<file path="src/hw/gbp_pkg.sv">
// package of register offsets, widths and reset values for the gpio port
package gbp_pkg;
    localparam int          PORT_W          = 8;
    localparam int          ADDR_W          = 8;
    // register offsets on the processor i/o bus
    localparam logic [7:0]  PIN_LEVEL_OFS   = 8'h16;
    localparam logic [7:0]  PIN_DIR_OFS     = 8'h17;
    localparam logic [7:0]  OUT_LATCH_OFS   = 8'h18;
    // same registers in data-space addressing
    localparam logic [7:0]  DS_BASE         = 8'h20;
    // reset values, and the value read from unmapped addresses
    localparam logic [7:0]  PIN_DIR_RST     = 8'h00;
    localparam logic [7:0]  OUT_LATCH_RST   = 8'h00;
    localparam logic [7:0]  RDATA_RST       = 8'h00;
    localparam logic [7:0]  UNMAPPED_RD     = 8'h00;
    localparam logic [7:0]  SYNC_RST        = 8'h00;
    // bus access kinds
    typedef enum logic [2:0] {
        GBP_ACC_IDLE  = 3'b001,
        GBP_ACC_READ  = 3'b010,
        GBP_ACC_WRITE = 3'b100
    } gbp_acc_e;
endpackage

</file>
<file path="src/hw/gbp_sync.sv">
// two-stage synchroniser for the port pin levels
`timescale 1ns/1ps
module gbp_sync (
    input  wire logic                         core_clk,
    input  wire logic                         sys_rst,
    input  wire logic [gbp_pkg::PORT_W-1:0]   async_in,
    output logic      [gbp_pkg::PORT_W-1:0]   sync_out
);
    logic [gbp_pkg::PORT_W-1:0] meta_q;

    // first stage feeds only the second stage
    always_ff @(posedge core_clk or posedge sys_rst) begin
        if (sys_rst) begin
            meta_q   <= gbp_pkg::SYNC_RST;
            sync_out <= gbp_pkg::SYNC_RST;
        end else begin
            meta_q   <= async_in;
            sync_out <= meta_q;
        end
    end
endmodule

</file>
<file path="src/hw/gbp_port.sv">
// eight-bit bidirectional gpio port with register access
//
// Summary of operation
// - output latch at i/o 0x18 (data 0x38), cleared on reset
// - direction register at i/o 0x17 (data 0x37), reset to all inputs
// - pin level view at i/o 0x16 (data 0x36), read-only, writes ignored
// - each pin uses its own direction and data bit, bits 7..0
// - direction 1 drives latch bit push-pull; direction 0 data 0 floats
// - direction 0 with data 1 enables the pull-up
// - pin levels pass a synchroniser before being readable
// - reset forces all pins high-impedance, even with no clock
`timescale 1ns/1ps
module gbp_port (
    input  wire logic                         core_clk,
    input  wire logic                         sys_rst,
    input  wire logic [gbp_pkg::ADDR_W-1:0]   reg_addr,
    input  wire logic [7:0]                   reg_wdata,
    input  wire logic                         reg_wr,
    input  wire logic                         reg_rd,
    output logic      [7:0]                   reg_rdata,
    input  wire logic [gbp_pkg::PORT_W-1:0]   port_pin_in,
    output logic      [gbp_pkg::PORT_W-1:0]   port_pin_out,
    output logic      [gbp_pkg::PORT_W-1:0]   port_pin_oe,
    output logic      [gbp_pkg::PORT_W-1:0]   port_pin_pullup
);
    // ********************************************************
    // register decode
    // ********************************************************

    // true when the address hits offset in i/o or data space
    function automatic logic hit(
        input logic [gbp_pkg::ADDR_W-1:0] addr,
        input logic [7:0]                 ofs
    );
        logic [7:0] alias_ofs;
        alias_ofs = 8'(ofs + gbp_pkg::DS_BASE);       // data-space copy
        hit = (addr == ofs) || (addr == alias_ofs);
    endfunction

    // decoded access kind and register selects
    gbp_pkg::gbp_acc_e          acc;
    logic                       wr_latch;
    logic                       wr_dir;
    logic                       rd_latch;
    logic                       rd_dir;
    logic                       rd_level;

    // software registers and their next values
    logic [gbp_pkg::PORT_W-1:0] output_latch_q;
    logic [gbp_pkg::PORT_W-1:0] output_latch_d;
    logic [gbp_pkg::PORT_W-1:0] pin_direction_q;
    logic [gbp_pkg::PORT_W-1:0] pin_direction_d;

    // synchronised pin levels and next read data
    logic [gbp_pkg::PORT_W-1:0] pin_level_view;
    logic [7:0]                 reg_rdata_d;

    // access kind, write wins if both strobes are high
    always_comb begin
        if (reg_wr) begin
            acc = gbp_pkg::GBP_ACC_WRITE;
        end else if (reg_rd) begin
            acc = gbp_pkg::GBP_ACC_READ;
        end else begin
            acc = gbp_pkg::GBP_ACC_IDLE;
        end
    end

    // write selects; the pin view has none, writes drop
    always_comb begin
        wr_latch = 1'h0;
        wr_dir   = 1'h0;
        if (acc == gbp_pkg::GBP_ACC_WRITE) begin
            if (hit(reg_addr, gbp_pkg::OUT_LATCH_OFS)) begin
                wr_latch = 1'h1;
            end else if (hit(reg_addr, gbp_pkg::PIN_DIR_OFS)) begin
                wr_dir = 1'h1;
            end else begin
                wr_dir = 1'h0;
            end
        end
    end

    // read selects, one per mapped register
    always_comb begin
        rd_latch = 1'h0;
        rd_dir   = 1'h0;
        rd_level = 1'h0;
        if (acc == gbp_pkg::GBP_ACC_READ) begin
            if (hit(reg_addr, gbp_pkg::OUT_LATCH_OFS)) begin
                rd_latch = 1'h1;
            end else if (hit(reg_addr, gbp_pkg::PIN_DIR_OFS)) begin
                rd_dir = 1'h1;
            end else if (hit(reg_addr, gbp_pkg::PIN_LEVEL_OFS)) begin
                rd_level = 1'h1;
            end
        end
    end

    // ********************************************************
    // software registers
    // ********************************************************

    // next latch value, so pin flops follow a write at once
    always_comb begin
        output_latch_d = output_latch_q;
        if (wr_latch) begin
            output_latch_d = reg_wdata;
        end
    end

    // next direction value
    always_comb begin
        pin_direction_d = pin_direction_q;
        if (wr_dir) begin
            pin_direction_d = reg_wdata;
        end
    end

    // output latch, cleared by reset
    always_ff @(posedge core_clk or posedge sys_rst) begin
        if (sys_rst) begin
            output_latch_q <= gbp_pkg::OUT_LATCH_RST;
        end else begin
            output_latch_q <= output_latch_d;
        end
    end

    // direction register, all inputs after reset
    always_ff @(posedge core_clk or posedge sys_rst) begin
        if (sys_rst) begin
            pin_direction_q <= gbp_pkg::PIN_DIR_RST;
        end else begin
            pin_direction_q <= pin_direction_d;
        end
    end

    // ********************************************************
    // pin input path
    // ********************************************************

    // two flops between the pins and the level view
    gbp_sync u_sync (
        .core_clk (core_clk),
        .sys_rst  (sys_rst),
        .async_in (port_pin_in),
        .sync_out (pin_level_view)
    );

    // ********************************************************
    // read path
    // ********************************************************

    // read mux; zero when no read is taken
    always_comb begin
        reg_rdata_d = gbp_pkg::RDATA_RST;
        if (rd_latch) begin
            reg_rdata_d = output_latch_q;
        end else if (rd_dir) begin
            reg_rdata_d = pin_direction_q;
        end else if (rd_level) begin
            reg_rdata_d = pin_level_view;
        end else if (acc == gbp_pkg::GBP_ACC_READ) begin
            reg_rdata_d = gbp_pkg::UNMAPPED_RD;
        end
    end

    // read data register, stands one cycle after the strobe
    always_ff @(posedge core_clk or posedge sys_rst) begin
        if (sys_rst) begin
            reg_rdata <= gbp_pkg::RDATA_RST;
        end else begin
            reg_rdata <= reg_rdata_d;
        end
    end

    // ********************************************************
    // pin output path
    // ********************************************************

    // one loop index shared by the three per-pin loops
    genvar i;

    // drive enable per pin, off while reset is held
    generate
        for (i = 0; i < gbp_pkg::PORT_W; i = i + 1) begin : g_oe
            always_ff @(posedge core_clk or posedge sys_rst) begin
                if (sys_rst) begin
                    port_pin_oe[i] <= 1'h0;
                end else begin
                    port_pin_oe[i] <= pin_direction_d[i];
                end
            end
        end
    endgenerate

    // drive value per pin, copy of the latch bit
    generate
        for (i = 0; i < gbp_pkg::PORT_W; i = i + 1) begin : g_out
            always_ff @(posedge core_clk or posedge sys_rst) begin
                if (sys_rst) begin
                    port_pin_out[i] <= 1'h0;
                end else begin
                    port_pin_out[i] <= output_latch_d[i];
                end
            end
        end
    endgenerate

    // pull-up per pin: input direction with latch bit set
    generate
        for (i = 0; i < gbp_pkg::PORT_W; i = i + 1) begin : g_pu
            always_ff @(posedge core_clk or posedge sys_rst) begin
                if (sys_rst) begin
                    port_pin_pullup[i] <= 1'h0;
                end else begin
                    port_pin_pullup[i] <= !pin_direction_d[i] &&
                                          output_latch_d[i];
                end
            end
        end
    endgenerate
endmodule

</file>
<file path="config.mk">
export PLATFORM = sky130hd
export DESIGN_NAME = gbp_port
export DESIGN_NICKNAME = d
export VERILOG_FILES = /design/src/hw/gbp_pkg.sv /design/src/hw/gbp_sync.sv /design/src/hw/gbp_port.sv
export SDC_FILE = /design/constraint.sdc
export NUM_CORES = 1
export LEC_CHECK = 0
export BUFFER_PORTS_ARGS = -buffer_cell sky130_fd_sc_hd__buf_4
export CORE_MARGIN = 2
export CORE_UTILIZATION = 46
export DETAILED_ROUTE_END_ITERATION = 6
export PLACE_DENSITY = 0.75
export SYNTH_ARGS = -nofsm -noshare
export SYNTH_HDL_FRONTEND = slang
export SYNTH_HIERARCHICAL = 1
export SYNTH_SLANG_ARGS = --single-unit
</file>
<file path="constraint.sdc">
create_clock -name core_clk -period 0.9 [get_ports core_clk]
set_input_delay 0.18 -clock core_clk [delete_from_list [all_inputs] [get_ports core_clk]]
set_output_delay 0.18 -clock core_clk [all_outputs]
set_load 0.01 [all_outputs]
</file>
**Word level (Yosys, flattened, before mapping)**

Cells that the tools add are included.

- Bits in registers: 64
- Bits of input ports: 28
- Word-level logic and storage cells: 74

- Eq/ne operators: 8
- Multiplexer cells: 18
- Reductions and logical operators: 19

Operators by type and width:

| kind | number |
|---|---|
| $mux 8 | 5 |
| $eq 8x5->1 const B | 3 |
| $eq 8x6->1 const B | 3 |
| $mux 1 | 11 |
| $logic_and 1x1->1 | 8 |
| $logic_not 1->1 | 8 |
| $eq 3x2->1 const B | 1 |
| $eq 3x3->1 const B | 1 |
| $logic_or 1x1->1 | 3 |
| $mux 3 | 1 |
| $mux 2 | 1 |

**Logic depth before layout (Yosys ltp)**

Gate-level depths: netlist (run 1).

- Depth in word-level cells: 9
- Mapped depth: 7

**Cells and area by module**

The synthesis (run 1) kept the hierarchy.

By module, submodules not included:

| module | times used | cells an instance | area each (um^2) | sequential area each (um^2) |
|---|---|---|---|---|
| gbp_port | 1 | 154 | 1616.6 | 800.8 |
| gbp_sync | 1 | 17 | 404.1 | 400.4 |

**Worst setup path after synthesis (run 1)**

No wires, ideal clock.

- Kind: input port to flip-flop
- Start: input port reg_addr[6] (netlist bit)
- End: register pin_direction_q[5] (netlist bit)
- Setup time: 0.125 ns
- Data arrival time: 1.427 ns
- Data required time: 0.775 ns
- Setup slack: -0.652 ns
- Stages: 5
- Path buffers: 2
- Path through: and4bb_2 > buf_2 > nor3b_4 > buf_6 > mux2_2

- Longest elaborated chain between the ends: 6
- Elaborated cells on any way between the ends: 10
- Classes of those cells: 4 x eq/ne; 4 x mux; 2 x reduce/logical

Ends and longest elaborated chain:

| item | RTL line | text |
|---|---|---|
| from (decl) | gbp_port.sv:16 | `input wire logic [gbp_pkg::ADDR_W-1:0] reg_addr,` |
| $eq 8x5->1 / $eq 8x6->1 (equally long branches) | gbp_port.sv:37 | `hit = (addr == ofs) \|\| (addr == alias_ofs);` |
| $logic_or 1x1->1 | gbp_port.sv:37 |  |
| $mux 1 | gbp_port.sv:76 | `end else if (hit(reg_addr, gbp_pkg::PIN_DIR_OFS)) begin` |
| $mux 1 (*) | gbp_port.sv:74 | `if (hit(reg_addr, gbp_pkg::OUT_LATCH_OFS)) begin` |
| $mux 1 (*) | gbp_port.sv:73 | `if (acc == gbp_pkg::GBP_ACC_WRITE) begin` |
| $mux 8 (*) | gbp_port.sv:115 | `if (wr_dir) begin` |
| via pin_direction_d (one bit) | gbp_port.sv:52 | `logic [gbp_pkg::PORT_W-1:0] pin_direction_d;` |
| to (signal assigned) | gbp_port.sv:132 | `pin_direction_q <= gbp_pkg::PIN_DIR_RST;` |
| to (signal assigned) | gbp_port.sv:134 | `pin_direction_q <= pin_direction_d;` |
| to (decl) | gbp_port.sv:51 | `logic [gbp_pkg::PORT_W-1:0] pin_direction_q;` |

Mark *: on every way through the listed nets, which the timed path passes. The rest lies on a longest branch.

**Worst setup path after layout (run 1)**

- Start: input port reg_addr[7] (netlist bit)
- End: register pin_direction_q[4] (netlist bit)

Same word-level chain as after synthesis.

==> results by group, run 1 <==
Layout
  – FILL cells: 248
  – Area of all placed cells without fillers: 3450 um2
  – Commonest non-fill, non-tap cells in the layout: sky130_fd_sc_hd__buf_4 (58), sky130_fd_sc_hd__buf_6 (53), sky130_fd_sc_hd__dfrtp_1 (46)
  – Diodes inserted: 0
  – Layout cells sized above 1: 52.5%
  – Nets@finish: 322
  – Area growth from synthesis to layout: 70.7%
  – Most common cell after layout, fill and taps aside: sky130_fd_sc_hd__buf_4

Hold path
  – Worst Hold Path Cells: 3
  – Type of the most critical hold path: in2reg
  – Startpoint of the lowest-slack hold path: reg_wdata[6]

Clock network
  – CTS Sinks: 48
  – Worst-path clk slew: 0.10 ns
  – Clock tree from TritonCTS: built
  – H-Tree Level Count: 2
  – Maximum buffer depth of the clock tree: 2
  – Inserted Clock Buffers: 5
  – CTS root buf: sky130_fd_sc_hd__clkbuf_8
  – Later-pin clock latency in the skew report: 0.31 ns

Setup path
  – Endpoint of the lowest-slack register-to-register path: reg_rdata[7]$_DFF_PP0_
  – CP endpoint: pin_direction_q[4]$_DFF_PP0_
  – Worst R2R Path Depth: 5
  – Maximum fanout along the worst path: 7
  – Origin of the worst setup path: reg_addr[7]
  – Worst EP required: 1.08 ns
  – Worst reg-to-reg setup slack: -0.20 ns
  – WS Path Type: in2reg
  – Kind of end point of the critical path: flop
  – Critical R2R Launch: pin_direction_q[7]$_DFF_PP0_
  – Worst Setup Start Kind: input port
  – Critical path arrival: 1.35 ns

Synth
  – Per-instance average area after synthesis: 11.8 um2
  – Main combinational cell family by area after synthesis: simple AND/OR/NAND/NOR gates
  – Post-synth top area share: 59.4%
  – Leading cell types by total area after synthesis: sky130_fd_sc_hd__dfrtp_1 (59%), sky130_fd_sc_hd__nand3b_1 (6.3%), sky130_fd_sc_hd__nand2_1 (4.8%), sky130_fd_sc_hd__o211ai_1 (4.5%), sky130_fd_sc_hd__mux2i_1 (4.0%)
  – Unique masters post-synth: 21
  – Adder and majority gate portion of the synthesized area: 0%
  – Synthesized-area fraction occupied by xor and xnor cells: 0%
  – Register area share after synthesis: 59.4%
  – Synthesized area: 2020 um2
  – Mux cell area share after synthesis: 8.42%
  – Post-Syn Instances: 171
  – Largest area contributor in the netlist: sky130_fd_sc_hd__dfrtp_1
  – YS warnings: 6
  – #FFs+latches synth: 48
  – Simple-gate share of the synthesized area: 17.9%
  – Compound-Gate Fraction of Synth Area: 10.9%
  – Post-Syn Nets: 199

Global routing
  – Pin count of the biggest net entering global routing: 33
  – Gr usage total: 23.7%
  – Via count of the first global-routing pass: 1,875
  – Antenna violations before repair: 0
  – Wire length of the first global-routing pass: 9000 um
  – Gr ovfl total: 0

Die
  – Number of top-level design ports: 60
  – DIE AREA: 4940 um2
  – Placeable Area: 4290 um2
  – Die Wd: 70.3 um
  – Effective utilization at floorplan: 47.1%
  – Vertical extent of the die: 70.3 um
  – Count of standard-cell rows: 24

Detailed routing
  – Initial drt markers: 141
  – Via/cell ratio: 5.39
  – Final antenna-violating net count: 0
  – Average routed wire per standard cell: 17.4 um
  – 1st-pass router iterations: 4
  – Number of design rule violations left after detail routing: 0
  – Final WL: 6040 um
  – Number of vias in the routed layout: 1,871

Timing
  – Final-report max-slew violation count: 0
  – Final setup violation count: 63
  – Tightest Pin Transition: 0.251 ns
  – RSZ-0062 raised after global routing: yes
  – Number of endpoints with negative hold slack in the final report: 0
  – Setup Total Neg Slack: -9.30 ns
  – Highest achievable clock rate: 0.859 GHz
  – Worst Clk Skew: 0.0157 ns
  – Tmin final: 1.16 ns
  – Share of the clock period used by the worst path: 129%
  – Fin worst setup slack: -0.264 ns
  – Max-slew headroom at the worst pin: 83.0%

Placed design
  – Area post-placement: 2720 um2
  – Count of input and output buffers: 58
  – Global placement routability congestion: 0.880
  – Hpwl dp: 3290 um

Pwr
  – PnR Total Power: 5130 uW
  – Ratio of total power to cell area: 1490 nW/um2
  – Worst-case vdd ir drop: 0.00122 V
  – Static leakage power: 0.00165 uW

Outcome
  – Failing checks: negative setup slack
  – Run status: complete, but fails checks

Flow run
  – Max_cap viols: 0
==> cells by family after synthesis <==
logic type      Yosys count
compound gates           32
buf+inv                  10
flops                    48
simple gates             65
mux                      16
==> metal layers <==
| metal | GRT usage (%) | vias to the layer above | part of all wire [%] |
|---|---|---|---|
| met5 | 0 | - | 0 |
| met4 | 8.76 | 0 | 2.5 |
| met3 | 6.64 | 17 | 6.0 |
| met2 | 38.1 | 93 | 51 |
| met1 | 30.5 | 918 | 41 |
| li1 | - | 843 | - |
==> critical path: stages <==
cell                       delay (ns)
sky130_fd_sc_hd__buf_6           0.09
sky130_fd_sc_hd__and4bb_2        0.33
sky130_fd_sc_hd__nor3b_4         0.25
sky130_fd_sc_hd__buf_6           0.18
sky130_fd_sc_hd__mux2_4          0.30
==> layout make-up <==
type | instances | area [um2] | area share [%]
clock buffers | 7 | 96.3 | 2.79
flip-flops and latches | 48 | 1200 | 34.9
multi-input cells | 113 | 865 | 25.1
well taps | 52 | 65.1 | 1.89
clock inverters | 1 | 30.0 | 0.871
inverters | 3 | 11.3 | 0.327
repair buffers | 123 | 1180 | 34.1
==> synth_stat cells <==
| cell type | count |
|---|---|
| sky130_fd_sc_hd__nor2_1 | 16 |
| sky130_fd_sc_hd__o211ai_1 | 12 |
| sky130_fd_sc_hd__o21ai_0 | 8 |
| sky130_fd_sc_hd__and2_1 | 1 |
| sky130_fd_sc_hd__and4bb_2 | 1 |
| sky130_fd_sc_hd__nand3b_1 | 17 |
| sky130_fd_sc_hd__inv_1 | 3 |
| sky130_fd_sc_hd__or2_2 | 1 |
| sky130_fd_sc_hd__buf_4 | 1 |
| sky130_fd_sc_hd__nand2_1 | 26 |
| sky130_fd_sc_hd__buf_2 | 3 |
| sky130_fd_sc_hd__buf_6 | 3 |
| sky130_fd_sc_hd__a21oi_1 | 8 |
| sky130_fd_sc_hd__mux2i_1 | 8 |
| sky130_fd_sc_hd__o211ai_2 | 4 |
| sky130_fd_sc_hd__nor4b_4 | 1 |
| sky130_fd_sc_hd__mux2_1 | 1 |
| sky130_fd_sc_hd__nor4b_1 | 1 |
| sky130_fd_sc_hd__dfrtp_1 | 48 |
| sky130_fd_sc_hd__mux2_2 | 7 |
| sky130_fd_sc_hd__nor3b_4 | 1 |
==> registers in the layout (all words and copies together) (netlist names) <==
signal	cells
u_sync/sync_out	8
pin_direction_q	8
u_sync/meta_q	8
port_pin_pullup	8
reg_rdata	8
output_latch_q	8
==> through the flow <==
step                hold slack, ns  utilization (%)  cells  worst slack (ns)
floorplan                   0.0937                -    171            -0.592
global placement             0.203             63.4    304            -0.553
detailed placement           0.209             63.4    304            -0.609
CTS                          0.103             78.6    345            -0.236
global route                 0.105             80.3    347            -0.294
finish                      0.0989             80.3    347            -0.264
==> how the worst min path moves through the flow <==
stage / end / slack (ns)
6_report: output_latch_q[6]$_DFF_PP0_ / 0.1
5_1_grt: output_latch_q[6]$_DFF_PP0_ / 0.10
4_1_cts: output_latch_q[6]$_DFF_PP0_ / 0.10
3_5_place_dp: u_sync/meta_q[3]$_DFF_PP0_ / 0.21
3_3_place_gp: u_sync/meta_q[7]$_DFF_PP0_ / 0.20
2_1_floorplan: u_sync/meta_q[0]$_DFF_PP0_ / 0.09
==> timing repair <==
item,4_1_cts,5_1_grt
hold endpoints to repair,56,0
gates resized for setup,70,14
setup buffers,24,2
pin swaps,9,4
endpoints found under the setup margin,61,64
hold buffers,9,0
==> power breakdown <==
part | internal [uW] | total, uW | switching, uW
registers | 2290 | 2370 | 82.0
logic | 634 | 1070 | 439
clock network | 980 | 1680 | 697
Note: power is estimated with default switching activity, not from simulation.
==> inputs of run 2 (changes only) <==
--- a/config.mk
+++ b/config.mk
@@ -10,7 +10,7 @@
 export CORE_UTILIZATION = 46
 export DETAILED_ROUTE_END_ITERATION = 6
 export PLACE_DENSITY = 0.75
+export RECOVER_POWER = 50
 export SYNTH_ARGS = -nofsm -noshare
 export SYNTH_HDL_FRONTEND = slang
-export SYNTH_HIERARCHICAL = 1
 export SYNTH_SLANG_ARGS = --single-unit
==> run 2 against run 1 <==
Effect of this change:
- the flow still finishes with violations (negative setup slack)
- fmax is 3.9% higher
- clock skew is 0.012 ns lower
- core utilization is 1.4 points lower
- total power is 7.6% lower
==> results by group, run 2 <==
Timing
  – Final-report max-slew violation count: 0
  – Fin worst setup slack: -0.220 ns
  – Highest achievable clock rate: 0.893 GHz
  – Tmin final: 1.12 ns
  – Worst Clk Skew: 0.00334 ns
  – RSZ-0062 raised after global routing: yes
  – Number of endpoints with negative hold slack in the final report: 0
  – Share of the clock period used by the worst path: 124%
  – Max-slew headroom at the worst pin: 77.1%
  – Worst hold slack: 0.128 ns
  – Final setup violation count: 64
  – Tightest Pin Transition: 0.343 ns

Global routing
  – Gr ovfl total: 0
  – Pin count of the biggest net entering global routing: 49
  – Met2 capacity usage during global routing: 41.9%
  – Met1 routing resource usage after global routing: 26.8%
  – Met3 layer usage reported by global route: 5.48%
  – Wire length of the first global-routing pass: 9040 um
  – Antenna violations before repair: 0
  – Gr usage total: 23.7%
  – Most Crowded Layer GR: met2
  – Via count of the first global-routing pass: 1,888

Synth
  – #FFs+latches synth: 48
  – Ys async rst share: 100%
  – Per-instance average area after synthesis: 12.0 um2
  – Post-synth top area share: 59.2%
  – Synthesized area: 2030 um2
  – Post-Syn Nets: 197
  – Largest area contributor in the netlist: sky130_fd_sc_hd__dfrtp_1
  – YS warnings: 0
  – Post-Syn Instances: 169
  – Most numerous cell types in the synthesized netlist: sky130_fd_sc_hd__dfrtp_1 (48), sky130_fd_sc_hd__nand2_1 (27), sky130_fd_sc_hd__nand3b_1 (17)
  – Register area share after synthesis: 59.2%
  – EDFF count, synth: 0
  – Leading cell types by total area after synthesis: sky130_fd_sc_hd__dfrtp_1 (59%), sky130_fd_sc_hd__nand3b_1 (6.3%), sky130_fd_sc_hd__nand2_1 (5.0%), sky130_fd_sc_hd__mux2_2 (4.4%), sky130_fd_sc_hd__o211ai_1 (4.4%)
  – Unique masters post-synth: 21
  – Dominant cell by count in the synthesized netlist: sky130_fd_sc_hd__dfrtp_1
  – Most used flip-flop cell after synthesis: sky130_fd_sc_hd__dfrtp_1

Placed design
  – Global placement routability congestion: 0.734
  – Count of input and output buffers: 58
  – Area post-placement: 2650 um2
  – Hpwl dp: 3280 um

Detailed routing
  – 1st-pass router iterations: 4
  – Initial drt markers: 141
  – Average routed wire per standard cell: 18.0 um
  – Final antenna-violating net count: 0
  – Via/cell ratio: 5.45
  – Number of design rule violations left after detail routing: 0
  – Final WL: 6100 um
  – Number of vias in the routed layout: 1,847

Layout
  – Final core utilization: 78.9%
  – Area of all placed cells without fillers: 3390 um2
  – Commonest non-fill, non-tap cells in the layout: sky130_fd_sc_hd__buf_6 (55), sky130_fd_sc_hd__dfrtp_1 (45), sky130_fd_sc_hd__buf_4 (38)
  – FILL cells: 261
  – Footprint of the multi-input gates: 885 um2
  – Area growth from synthesis to layout: 67.1%
  – Nets@finish: 314
  – Most common cell after layout, fill and taps aside: sky130_fd_sc_hd__buf_6
  – Diodes inserted: 0
  – Layout cells sized above 1: 52.3%
  – Sequential cell area: 1200 um2

Die
  – Placeable Area: 4290 um2
  – Vertical extent of the die: 70.4 um
  – DIE AREA: 4960 um2
  – Number of top-level design ports: 60
  – Die Wd: 70.4 um
  – Count of standard-cell rows: 24
  – Effective utilization at floorplan: 47.2%

Setup path
  – Kind of end point of the critical path: output port
  – Critical path arrival: 0.94 ns
  – Worst Setup Start Kind: flop
  – WS Path Type: reg2out
  – Worst reg-to-reg setup slack: -0.14 ns
  – Worst EP required: 0.72 ns
  – Maximum fanout along the worst path: 2

Clock network
  – Worst-path clk slew: 0.08 ns
  – Later-pin clock latency in the skew report: 0.30 ns
  – Clock tree from TritonCTS: built
  – Maximum buffer depth of the clock tree: 2
  – CTS Sinks: 48
  – Inserted Clock Buffers: 5
  – H-Tree Level Count: 2
  – CTS root buf: sky130_fd_sc_hd__clkbuf_8

Pwr
  – Ratio of total power to cell area: 1400 nW/um2
  – PnR Total Power: 4740 uW
  – Static leakage power: 0.00160 uW
  – Worst-case vdd ir drop: 0.00108 V

Outcome
  – Failing checks: negative setup slack
  – Run status: complete, but fails checks

Hold path
  – Type of the most critical hold path: in2reg

Flow run
  – Max_cap viols: 0
==> run 2: cell families (layout without fill, tap and decap cells) <==
group / after synthesis / count (layout) / synth area share, %
flip-flops: 48 / 48 / 59.2
buffers and inverters: 7 / 125 / 2.65
multiplexers: 16 / 16 / 8.39
AND/OR/NAND/NOR: 66 / 66 / 18.9
AO/OA/AOI/OAI: 32 / 32 / 10.9
==> run 2: timing repair <==
item | in CTS | in global routing
pin swaps | 6 | 26
hold buffers | 9 | 0
hold endpoints to repair | 56 | 0
setup endpoints to repair | 60 | 64
resized for setup | 72 | 28
setup buffers | 26 | 4
==> run 2: critical path, stage by stage (launching register included) <==
cell                      delay (ns)
sky130_fd_sc_hd__dfrtp_1        0.41
sky130_fd_sc_hd__buf_6          0.12
sky130_fd_sc_hd__buf_6          0.11
==> run 2: through the flow <==
step                setup slack (ns)  setup TNS (ns)  instances
detailed placement            -0.606          -14.23        293
CTS                           -0.215           -5.75        335
finish                        -0.220           -7.18        339
global placement              -0.562          -12.75        293
floorplan                     -0.559          -11.75        169
global route                  -0.266           -9.18        339
==> run 2: power by group <==
| group | internal [uW] | switching (uW) |
|---|---|---|
| clock network | 614 | 708 |
| logic | 609 | 425 |
| registers | 2290 | 86.7 |
| total | 3520 | 1220 |
==> run 2: layer usage <==
layer  wire length (um)  share of wire, %
met1               2380                39
met2               3220                53
met3                281               4.6
met4                220               3.6
met5                  0                 0
==> run 2: final cells by class <==
cell class              count  area share [%]
multi-input cells         114            26.1
clock inverters             2           0.295
well taps                  52            1.92
clock buffers               6            2.44
repair buffers            116            33.5
flip-flops and latches     48            35.6
inverters                   1           0.222
==> run 2: worst paths after layout <==
kind                       depth (start not counted)                      endpoint                          from
min in group asynchronous                          4    u_sync.meta_q[5]$_DFF_PP0_                       sys_rst
setup / recovery                                   2                port_pin_oe[1]  pin_direction_q[1]$_DFF_PP0_
hold reg to reg                                    0  u_sync.sync_out[6]$_DFF_PP0_    u_sync.meta_q[6]$_DFF_PP0_
max in group asynchronous                          4   output_latch_q[3]$_DFF_PP0_                       sys_rst
setup reg to reg                                   5        reg_rdata[7]$_DFF_PP0_  pin_direction_q[7]$_DFF_PP0_
hold / removal                                     3   output_latch_q[4]$_DFF_PP0_                  reg_wdata[4]
==> inputs of run 3 (changes only) <==
--- a/config.mk
+++ b/config.mk
@@ -7,10 +7,11 @@
 export LEC_CHECK = 0
 export BUFFER_PORTS_ARGS = -buffer_cell sky130_fd_sc_hd__buf_4
 export CORE_MARGIN = 2
-export CORE_UTILIZATION = 46
+export CORE_UTILIZATION = 40
 export DETAILED_ROUTE_END_ITERATION = 6
-export PLACE_DENSITY = 0.75
+export PLACE_DENSITY = 0.67
 export RECOVER_POWER = 50
+export REMOVE_ABC_BUFFERS = 1
 export SYNTH_ARGS = -nofsm -noshare
 export SYNTH_HDL_FRONTEND = slang
 export SYNTH_SLANG_ARGS = --single-unit
==> run 3 against run 2 <==
Effect of this change:
- final cell count up 4.1%
- the flow still finishes with violations (negative setup slack)
- largest power group unchanged
- first-iteration DRC count fell by 57%
- highest routed layer unchanged
- cell area shrank 0.74%
- critical path type unchanged
==> results by group, run 3 (synthesis gave the netlist of run 2 again) <==
Die
  – DIE AREA: 5660 um2
  – Vertical extent of the die: 75.2 um
  – Number of top-level design ports: 60
  – Effective utilization at floorplan: 42.1%
  – Count of standard-cell rows: 25
  – Placeable Area: 4820 um2
  – Die Wd: 75.2 um

Hold path
  – Type of the most critical hold path: in2reg
  – Worst Hold Path Cells: 3

Global routing
  – Gr usage total: 20.5%
  – Gr ovfl total: 0
  – Antenna violations before repair: 0
  – Wire length of the first global-routing pass: 8510 um
  – Via count of the first global-routing pass: 1,743
  – Pin count of the biggest net entering global routing: 49

Setup path
  – Worst EP required: 0.72 ns
  – Origin of the worst setup path: pin_direction_q[4]$_DFF_PP0_
  – Endpoint of the lowest-slack register-to-register path: reg_rdata[1]$_DFF_PP0_
  – Maximum fanout along the worst path: 2
  – CP endpoint: port_pin_oe[4]
  – WS Path Type: reg2out
  – Critical path arrival: 0.94 ns
  – Worst R2R Path Depth: 5
  – Worst reg-to-reg setup slack: -0.14 ns
  – Critical R2R Launch: pin_direction_q[1]$_DFF_PP0_
  – Kind of end point of the critical path: output port
  – Worst Setup Start Kind: flop

Detailed routing
  – 1st-pass router iterations: 4
  – Number of vias in the routed layout: 1,777
  – Routed length on met2: 2850 um
  – Final antenna-violating net count: 0
  – Detailed-route wire length on metal 1: 2420 um
  – Via/cell ratio: 5.03
  – Initial drt markers: 60
  – Final WL: 5660 um
  – Average routed wire per standard cell: 16.0 um
  – Highest Signal Layer: met4
  – Number of design rule violations left after detail routing: 0
  – Detailed route wirelength on metal3: 294 um

Pwr
  – Clock network power share: 29.0%
  – Sequential share of power: 50.1%
  – Ratio of total power to cell area: 1410 nW/um2
  – Fraction of power consumed by combinational cells: 20.9%
  – Worst-case vdd ir drop: 0.000936 V
  – Sw frac: 24.8%
  – Power spent charging and discharging nets: 1180 uW
  – Static leakage power: 0.00160 uW
  – Total internal power: 3570 uW

Timing
  – Fin worst setup slack: -0.224 ns
  – Share of the clock period used by the worst path: 125%
  – Final-report max-slew violation count: 0
  – Highest achievable clock rate: 0.890 GHz
  – Max-slew headroom at the worst pin: 70.6%
  – Tmin final: 1.12 ns
  – Tightest Pin Transition: 0.441 ns
  – Worst Clk Skew: 0.00286 ns
  – Final setup violation count: 64
  – Number of endpoints with negative hold slack in the final report: 0
  – RSZ-0062 raised after global routing: yes

Clock network
  – Maximum buffer depth of the clock tree: 2
  – H-Tree Level Count: 2
  – Inserted Clock Buffers: 5
  – Later-pin clock latency in the skew report: 0.30 ns
  – Worst-path clk slew: 0.08 ns
  – Clock tree from TritonCTS: built
  – CTS Sinks: 48
  – CTS root buf: sky130_fd_sc_hd__clkbuf_8

Outcome
  – Failing checks: negative setup slack
  – Run status: complete, but fails checks

Layout
  – Layout cells sized above 1: 50.0%
  – Final core utilization: 69.8%
  – Diodes inserted: 0
  – Area growth from synthesis to layout: 65.8%
  – Most common cell after layout, fill and taps aside: sky130_fd_sc_hd__buf_6
  – Area of all placed cells without fillers: 3360 um2
  – Commonest non-fill, non-tap cells in the layout: sky130_fd_sc_hd__buf_6 (55), sky130_fd_sc_hd__dfrtp_1 (43), sky130_fd_sc_hd__buf_4 (41)
  – Nets@finish: 314

Placed design
  – Global placement routability congestion: 0.795
  – Area post-placement: 2670 um2
  – Hpwl dp: 3340 um
  – Count of input and output buffers: 58

Flow run
  – Max_cap viols: 0
==> run 3: timing repair <==
action,4_1_cts,5_1_grt
hold buffers,9,0
pin swaps,7,12
endpoints found under the setup margin,59,64
setup buffers,25,5
gates resized for setup,70,16
gates cloned,1,0
hold endpoints to repair,56,0
==> run 3: per-layer routing <==
metal / GRT usage, % / vias up
met1: 26.5 / 882
met2: 32.9 / 57
li1: - / 829
met3: 5.62 / 9
met5: 0 / -
met4: 7.80 / 0
==> run 3: critical path: stages, from the launching register on <==
cell	delay, ns
sky130_fd_sc_hd__dfrtp_1	0.41
sky130_fd_sc_hd__buf_6	0.13
sky130_fd_sc_hd__buf_6	0.11
==> run 3: layout make-up <==
type / instances / area (um2)
fill: 363 / 1450
sequential: 48 / 1210
timing repair buffer: 116 / 1120
multi-input combinational: 114 / 850
clock buffer: 7 / 96.3
tap: 67 / 83.8
inverter: 1 / 3.75
==> run 3: power groups by stage <==
| stage | sequential [uW] | combinational (uW) | clock, uW |
|---|---|---|---|
| 6_report | 2380 | 994 | 1380 |
| 2_1_floorplan | 2470 | 210 | 0 |
| 3_5_place_dp | 2430 | 660 | 0 |
| 5_1_grt | 2390 | 1070 | 1470 |
| 3_3_place_gp | 2430 | 649 | 0 |
| 4_1_cts | 2380 | 956 | 1410 |
==> run 3: metrics by stage <==
step	hold slack (ns)	setup TNS, ns	power (uW)	std cells	worst slack [ns]
detailed placement	0.244	-12.93	3090	308	-0.501
floorplan	0.211	-37.19	2680	163	-0.786
global placement	0.246	-13.18	3080	308	-0.533
finish	0.116	-7.06	4750	353	-0.224
CTS	0.0990	-6.36	4750	350	-0.226
global route	0.118	-10.02	4930	353	-0.246
==> run 3: how the worst min path moves through the flow <==
| stage | from | to | slack (ns) |
|---|---|---|---|
| final | reg_wdata[5] | output_latch_q[5]$_DFF_PP0_ | 0.12 |
| after floorplan | port_pin_in[0] | u_sync.meta_q[0]$_DFF_PP0_ | 0.21 |
| after detailed placement | sys_rst | u_sync.meta_q[0]$_DFF_PP0_ | 0.24 |
| after CTS | reg_wdata[6] | output_latch_q[6]$_DFF_PP0_ | 0.1 |
| after global placement | sys_rst | u_sync.meta_q[0]$_DFF_PP0_ | 0.25 |
| after global routing | reg_wdata[7] | output_latch_q[7]$_DFF_PP0_ | 0.12 |
